<file path="src/core/cocc_defs.vh">
// constants for the clock output channel configuration block
// assumes one byte-wide register port and sys_clk running at twice the divider input rate
`ifndef COCC_DEFS_VH
`define COCC_DEFS_VH

// ----------------------------------------------------------------------
// register offsets
// ----------------------------------------------------------------------
`define COCC_ADDR_SYNC        12'h32A
`define COCC_ADDR_FMT_PHASE   12'h300
`define COCC_ADDR_CTRL        12'h301
`define COCC_ADDR_DIVIDE      12'h302

// ----------------------------------------------------------------------
// field positions
// ----------------------------------------------------------------------
`define COCC_FMT_HI           7
`define COCC_FMT_LO           6
`define COCC_DLY_HI           5
`define COCC_DLY_LO           0
`define COCC_SRC_HI           7
`define COCC_SRC_LO           5
`define COCC_SYNC_BIT         0

// ----------------------------------------------------------------------
// reset values
// ----------------------------------------------------------------------
`define COCC_RST_FMT_PHASE    8'h00
`define COCC_RST_CTRL         8'h00
`define COCC_RST_DIVIDE       8'h00
`define COCC_RST_SYNC         8'h00

`endif

</file>
<file path="src/core/cocc_channel.v">
// one output channel: format, coarse phase, divider, source select, sync
// assumes sys_clk ticks once per half period of the divider input clock,
// and that every input is synchronous to sys_clk
`timescale 1ns/1ns
`include "cocc_defs.vh"
`default_nettype none

module cocc_channel
(
  // clock and reset
  input  wire        sys_clk,
  input  wire        rst,
  // register port
  input  wire        reg_wr,
  input  wire        reg_rd,
  input  wire [11:0] reg_addr,
  input  wire [7:0]  reg_wdata,
  output reg  [7:0]  reg_rdata,
  // clock sources
  input  wire        pll1_in,
  input  wire        sysref_in,
  // channel outputs
  output reg         ch_out,
  output reg         fmt_lvds,
  output reg         fmt_boost,
  output reg         fmt_hstl,
  output reg         sync_pulse
);

  // ----------------------------------------------------------------------
  // registers
  // ----------------------------------------------------------------------
  reg  [7:0] channel_format_and_phase;   // format and coarse delay
  reg  [7:0] channel_control;            // source select in top bits
  reg  [7:0] channel_divide_ratio;       // divide minus one
  reg  [7:0] distribution_sync_trigger;  // bit 0 only is live

  wire       wr_sync  = reg_wr && (reg_addr == `COCC_ADDR_SYNC);
  // falling transition of the stored sync bit, caused by this write
  wire       sync_evt = wr_sync && distribution_sync_trigger[`COCC_SYNC_BIT]
                        && !reg_wdata[`COCC_SYNC_BIT];

  // register writes
  always @(posedge sys_clk)
  begin
    if (rst)
    begin
      channel_format_and_phase  <= `COCC_RST_FMT_PHASE;
      channel_control           <= `COCC_RST_CTRL;
      channel_divide_ratio      <= `COCC_RST_DIVIDE;
      distribution_sync_trigger <= `COCC_RST_SYNC;
    end
    else if (reg_wr)
    begin
      case (reg_addr)
        `COCC_ADDR_FMT_PHASE: channel_format_and_phase <= reg_wdata;
        `COCC_ADDR_CTRL:      channel_control          <= reg_wdata;
        `COCC_ADDR_DIVIDE:    channel_divide_ratio     <= reg_wdata;
        // reserved bits hold zero
        `COCC_ADDR_SYNC:
          distribution_sync_trigger <= {7'h00, reg_wdata[`COCC_SYNC_BIT]};
        default:              ;  // unmapped writes are dropped
      endcase
    end
  end

  // read data, registered; unmapped reads give zero
  always @(posedge sys_clk)
  begin
    if (rst)
      reg_rdata <= 8'h00;
    else if (reg_rd)
    begin
      case (reg_addr)
        `COCC_ADDR_FMT_PHASE: reg_rdata <= channel_format_and_phase;
        `COCC_ADDR_CTRL:      reg_rdata <= channel_control;
        `COCC_ADDR_DIVIDE:    reg_rdata <= channel_divide_ratio;
        `COCC_ADDR_SYNC:      reg_rdata <= distribution_sync_trigger;
        default:              reg_rdata <= 8'h00;
      endcase
    end
  end

  // ----------------------------------------------------------------------
  // output format decode
  // ----------------------------------------------------------------------
  wire [1:0] fmt = channel_format_and_phase[`COCC_FMT_HI:`COCC_FMT_LO];

  // upper bit set means HSTL whatever the lower bit says
  always @(posedge sys_clk)
  begin
    if (rst)
    begin
      fmt_lvds  <= 1'b1;
      fmt_boost <= 1'b0;
      fmt_hstl  <= 1'b0;
    end
    else
    begin
      fmt_hstl  <= fmt[1];
      // plain lvds only for code 00, so the three levels stay one-hot
      fmt_lvds  <= !fmt[1] && !fmt[0];
      fmt_boost <= !fmt[1] && fmt[0];
    end
  end

  // ----------------------------------------------------------------------
  // divider with coarse delay
  // ----------------------------------------------------------------------
  localparam ST_DELAY = 1'b0;  // holding low for the coarse delay
  localparam ST_RUN   = 1'b1;  // free running divider

  reg        state;
  reg  [5:0] dly_cnt;          // half periods still to wait
  reg  [7:0] half_cnt;         // half periods in current level
  reg        div_out;          // divided clock
  reg        next_state;

  wire [5:0] dly = channel_format_and_phase[`COCC_DLY_HI:`COCC_DLY_LO];

  // state choice; sync restarts the delay so channels realign
  always @*
  begin
    next_state = state;
    case (state)
      ST_DELAY: if (dly_cnt == 6'h00) next_state = ST_RUN;
      ST_RUN:   next_state = ST_RUN;
      default:  next_state = ST_DELAY;
    endcase
    if (sync_evt)
      next_state = ST_DELAY;
  end

  // each level lasts ratio+1 half periods, so a full cycle is ratio+1
  // input periods; every ratio stays at fifty percent duty for free
  always @(posedge sys_clk)
  begin
    if (rst)
    begin
      state    <= ST_DELAY;
      dly_cnt  <= 6'h00;
      half_cnt <= 8'h00;
      div_out  <= 1'b0;
    end
    else
    begin
      state <= next_state;
      if (sync_evt)
      begin
        dly_cnt  <= dly;
        half_cnt <= 8'h00;
        div_out  <= 1'b0;
      end
      else if (state == ST_DELAY)
      begin
        if (dly_cnt != 6'h00)
          dly_cnt <= dly_cnt - 6'h01;
      end
      else if (half_cnt == channel_divide_ratio)
      begin
        half_cnt <= 8'h00;
        div_out  <= !div_out;
      end
      else
        half_cnt <= half_cnt + 8'h01;
    end
  end

  // ----------------------------------------------------------------------
  // source select and sysref retiming
  // ----------------------------------------------------------------------
  reg        div_q;            // last divider level, for edge detect
  reg        pll1_q;           // last pll1 level, for edge detect
  reg        sysref_div;       // sysref taken on divider rising edge
  reg        sysref_pll1;      // sysref taken on pll1 chosen edge
  wire [2:0] src = channel_control[`COCC_SRC_HI:`COCC_SRC_LO];
  // inverted pll1 retiming samples on the falling edge instead
  wire       pll1_edge = src[2] ? (pll1_q && !pll1_in) : (!pll1_q && pll1_in);

  // retiming flops
  always @(posedge sys_clk)
  begin
    if (rst)
    begin
      div_q       <= 1'b0;
      pll1_q      <= 1'b0;
      sysref_div  <= 1'b0;
      sysref_pll1 <= 1'b0;
    end
    else
    begin
      div_q  <= div_out;
      pll1_q <= pll1_in;
      if (div_out && !div_q)
        sysref_div <= sysref_in;
      if (pll1_edge)
        sysref_pll1 <= sysref_in;
    end
  end

  // output mux, registered
  always @(posedge sys_clk)
  begin
    if (rst)
    begin
      ch_out     <= 1'b0;
      sync_pulse <= 1'b0;
    end
    else
    begin
      sync_pulse <= sync_evt;
      case (src[1:0])
        2'h0:    ch_out <= div_out;
        2'h1:    ch_out <= src[2] ? !pll1_in : pll1_in;
        2'h2:    ch_out <= sysref_div;
        2'h3:    ch_out <= sysref_pll1;
        default: ch_out <= 1'b0;
      endcase
    end
  end

endmodule // cocc_channel

`default_nettype wire

</file>
<file path="config.mk">
export PLATFORM = sky130hd
export DESIGN_NAME = cocc_channel
export DESIGN_NICKNAME = d
export VERILOG_FILES = /design/src/core/cocc_channel.v
export VERILOG_INCLUDE_DIRS = /design/src /design/src/core
export SDC_FILE = /design/constraint.sdc
export NUM_CORES = 1
export LEC_CHECK = 0
export BUFFER_PORTS_ARGS = -buffer_cell sky130_fd_sc_hd__clkbuf_2
export CELL_PAD_IN_SITES_DETAIL_PLACEMENT = 1
export CELL_PAD_IN_SITES_GLOBAL_PLACEMENT = 1
export CORE_MARGIN = 2
export CORE_UTILIZATION = 25
export CTS_BUF_LIST = sky130_fd_sc_hd__clkbuf_16
export CTS_CLUSTER_DIAMETER = 120
export DETAILED_ROUTE_END_ITERATION = 10
export PLACE_DENSITY_LB_ADDON = 0.1
export RECOVER_POWER = 100
export SLEW_MARGIN = 10
export SYNTH_ARGS = -nofsm -noshare
export SYNTH_HDL_FRONTEND = slang
export SYNTH_SLANG_ARGS = --single-unit
</file>
<file path="constraint.sdc">
create_clock -name sys_clk -period 3.6 [get_ports sys_clk]
set_input_delay 0.36 -clock sys_clk [delete_from_list [all_inputs] [get_ports sys_clk]]
set_output_delay 0.36 -clock sys_clk [all_outputs]
set_load 0.05 [all_outputs]
</file>
* Yosys cells after proc, flatten, opt, wreduce, memory -nomap -nowiden *
Index checks and enable logic that the tools add are counted.
Widths: inputs -> output; s select.

storage, ports and cells
  bits in writable memories = 0
  bits in latches = 0
  memories kept = 0
  word-level logic and storage cells = 66
  bits in registers = 58
  input bits = 26
  output and inout port bits = 13
  memory bits (read-only) = 0

cells by class
  multiply operators = 0
  $add $sub $neg = 2
  order comparisons = 0
  divide/modulo/power cells = 0
  reductions and logical operators = 26
  eq/ne operators = 9
  bitwise logic cells = 1
  muxes and demuxes = 10
  shift-type cells = 0

operators by type and width
  cell                  count
  $eq 12x10->1 const B  4
  $pmux 8 s4            1
  $mux 6                3
  $reduce_and 2->1      6
  $add 8x1->8 const B   1
  $eq 8x8->1            1
  $logic_and 1x1->1     8
  $mux 8                1
  $logic_not 1->1       7
  $logic_not 6->1       1
  $reduce_bool 6->1     1
  $sub 6x1->6 const B   1
  $eq 2x2->1 const B    2
  $pmux 1 s4            1
  $mux 1                3
  $eq 2x1->1 const B    1
  $logic_not 2->1       1
  $ne 2x2->1 const B    1
  $pmux 1 s2            1
  $reduce_bool 2->1     1
  $reduce_or 2->1       1
  $not 1->1             1

* Longest topological paths before layout *
  word-level depth = 6
  gate-level depth with buffers = 6
  mapped depth without buffers = 6

* Worst setup path before layout *
OpenSTA, ideal clock, no wires.

  kind = reg2reg
  start point = register dly_cnt[0]
  end point = register dly_cnt[1]
  period minus slack after synthesis = 1.576 ns
  buffers on the path = 0
  cell stages (with the launch flop) = 7
  required time = 3.525 ns
  setup slack = 2.024 ns
  data arrival time = 1.501 ns
  path through = dfxtp_1 inv_1 ha_1 nor4b_2 a21oi_1 mux2_2 o22ai_1

between the ends
  cells in the longest elaborated chain, start to end = 4
  elaborated cells between the ends (all ways) = 7
  those cells by class = add/sub: 1; mux: 3; reduce/logical: 3

ends and longest elaborated chain
  item                    line                source
  from (decl)             cocc_channel.v:114  reg [5:0] dly_cnt;
  from (signal assigned)  cocc_channel.v:150  dly_cnt <= dly;
  from (signal assigned)  cocc_channel.v:157  dly_cnt <= dly_cnt - 6'h01;
  $sub 6x1->6             cocc_channel.v:157
  $mux 6                  cocc_channel.v:156  if (dly_cnt != 6'h00)
  $mux 6                  cocc_channel.v:154  else if (state == ST_DELAY)
  $mux 6                  cocc_channel.v:148  if (sync_evt)

Parallel ways exist; a longest one is shown, timed or not. The select of a mux whose other input is x is not followed.
A chain may end at the register's enable or synchronous reset.

==> qor.txt <==
CP Max Fanout - 43
Clock latency on the worst-skew pair - 0.32 ns
Pin count of the biggest net entering global routing - 44
Final Cycle Share - 0.6588
Clock Sinks - 58
Fin Setup TNS - 0 ns
Height of the die - 106.9 um
Nets - 342
GRT Overall Usage - 0.1319
Critical path launch point type - primary input
Post-route insts no fill - 454
RSZ-0062 raised after global routing - false
Synth cell types - 41
First-pass GRT wire length - 11580 um
Initial Util - 0.2566
Buf/Inv on CP - 1
Final antenna-violating net count - 0
Failing checks - capacitance limit, slew limit
Number of flops mapped to enable cells by yosys - 0
Max-Slew Margin vs Limit - -0.3042
Core region area - 0.01032 mm^2
Worst-Margin Slew - 1.956 ns
Die area - 0.01143 mm^2
Status - complete, but fails checks
Crit path DAT - 2.58 ns
Diode count - 0
Final core utilization - 0.3133
Antenna violations before repair - 0
Drc violations - 0
Drt initial violations - 38
WP data required - 3.81 ns
Synth Flop Type - dfxtp_1
Setup bufs post-CTS - 0
Worst hold-check path type - primary input to flop
Critical path depth - 3
WL final - 6923 um
Largest area contributor in the netlist - dfxtp_1
Total nets after synthesis - 304
Max Cap Viol - 1
WS Path Type - primary input to flop
Top-level I/O count - 39
Post-synth top area share - 0.4384
Top cells by area, synth - dfxtp_1 44%, mux2i_1 14%, nor2_1 6.0%
Max clock buf depth - 2
Final HPWL DP - 4973 um
Hold path cells - 3
Seq/Total Area, Yosys - 0.4384
Netlist Area Pre-Place - 0.002649 mm^2
TritonCTS clock tree - built
Delay-heaviest family, CP - buffers and inverters
Worst setup EP type - flop
CP max stage cell - clkbuf_1
PwrDens - 576.4 mW/mm^2
Total gr overflow - 0
Setup Viol. Count Final - 0
Minimum clock period - 2.372 ns
Worst R2R Path Depth - 6
Area growth syn-to-layout - 22.11%
TritonCTS Buffers - 9
Die W - 106.9 um
Syn avg cell area - 9.632 um^2
Post-synth top cells - 58 x dfxtp_1, 42 x nor2_1, 37 x mux2i_1
Drt first pass iters - 4
Vias per cell - 4.617
Clock Root Buffer - clkbuf_16
Cells along the critical path - clkbuf_1 -> nor2_1 -> a22o_1
Vias in the first global route - 2172
Placed cells - 438
Power Total - 1.864 mW
Drt wl/cell - 15.25 um
Setup Skew - 0.002817 ns
Layout cells sized above 1 - 0.1572
Final Max Tran Viols - 44
Via count - 2096
Row Count - 37
Flops & latches, synth - 58
Hold WS - 0.2886 ns
Gpl congestion - 0.6925
# resized after CTS - 0
Leakage - 1.381 nW
Hold_buf cts - 0
H-tree levels - 3
VDD IR max - 0.1989 mV
Post-synthesis cell count - 275
Hold Violations, Final - 0
Fmax - 421.6 MHz
# fillers - 1196
Yosys warning count - 0
Post-synth ARST share - 0
Worst-path clk slew - 0.05 ns
Most common cell in the netlist - dfxtp_1
Slowest stage delay, CP - 1.37 ns
Port bufs - 38
metal layers:
layer / global-route usage / wire length (um) / vias up / part of all wire
met5: 0 / 0 / - / 0
met4: 0.03896 / 86 / 0 / 0.012
met3: 0.03830 / 195 / 6 / 0.028
met2: 0.2052 / 3154 / 28 / 0.46
met1: 0.1770 / 3487 / 1010 / 0.50
li1: - / - / 1052 / -
layout by cell type, fill, tap and decap left out, drive strengths merged, types with 5 or more instances in the layout:
cell type and count:
a211oi 11, a21oi 8, a22o 8, clkbuf 47, clkinv 5, dfxtp 58, inv 5, mux2i 37
nand2 16, nand2b 6, nand4 7, nor2 42, nor2b 6, nor3 6, o21ai 10, xnor2 12
registers in the layout, indices dropped and copies added (netlist names):
register / cells
ch_out: 1
fmt_hstl: 1
channel_divide_ratio: 8
sysref_div: 1
fmt_lvds: 1
half_cnt: 8
state: 1
dly_cnt: 6
reg_rdata: 8
sync_pulse: 1
fmt_boost: 1
distribution_sync_trigger: 1
pll1_q: 1
sysref_pll1: 1
div_q: 1
div_out: 1
channel_format_and_phase: 8
channel_control: 8
power breakdown:
part	switching (mW)	internal (mW)	leakage [nW]
sequential	0.0537	0.686	0.469
clock	0.302	0.526	0.140
combinational	0.151	0.146	0.771
through the flow:
stage / setup WS, ns / area, um^2
finish: 1.228 / 3234
global route: 0.9004 / 3234
CTS: 1.797 / 3253
detailed placement: 1.459 / 2968
global placement: 1.464 / 2968
floorplan: 2.024 / 2649
worst min-delay path, stage by stage:
cell and delay [ns]:
clkbuf_2 0.09, mux2i_1 0.06, nor2_1 0.07
cells by family after synthesis:
kind of cell,Yosys count,share of synthesized area
flops,58,0.4384
simple gates,99,0.2088
mux,39,0.1526
fa+ha+maj,3,0.01417
compound gates,43,0.1082
buf+inv,18,0.02835
xor+xnor,15,0.04960
area by class of cell:
cell class	count	area, um^2	share of cell area
clock buffer	9	225.2	0.06963
clock inverter	7	60.06	0.01857
inverter	5	18.77	0.005803
multi-input combinational	199	1413	0.4367
sequential	58	1161	0.3590
tap	136	170.2	0.05261
timing repair buffer	40	186.4	0.05764
final timing paths:
| path | start | to | slack (ns) |
|---|---|---|---|
| hold / removal | sysref_in | sysref_div$_SDFFE_PP0P_ | 0.29 |
| setup reg to reg | dly_cnt[0]$_SDFFE_PP0P_ | dly_cnt[1]$_SDFFE_PP0P_ | 1.85 |
| hold reg to reg | reg_rdata[5]$_SDFFE_PP0P_ | reg_rdata[5]$_SDFFE_PP0P_ | 0.48 |
| setup / recovery | rst | reg_rdata[1]$_SDFFE_PP0P_ | 1.23 |
Note: power is estimated with default switching activity, not from simulation.
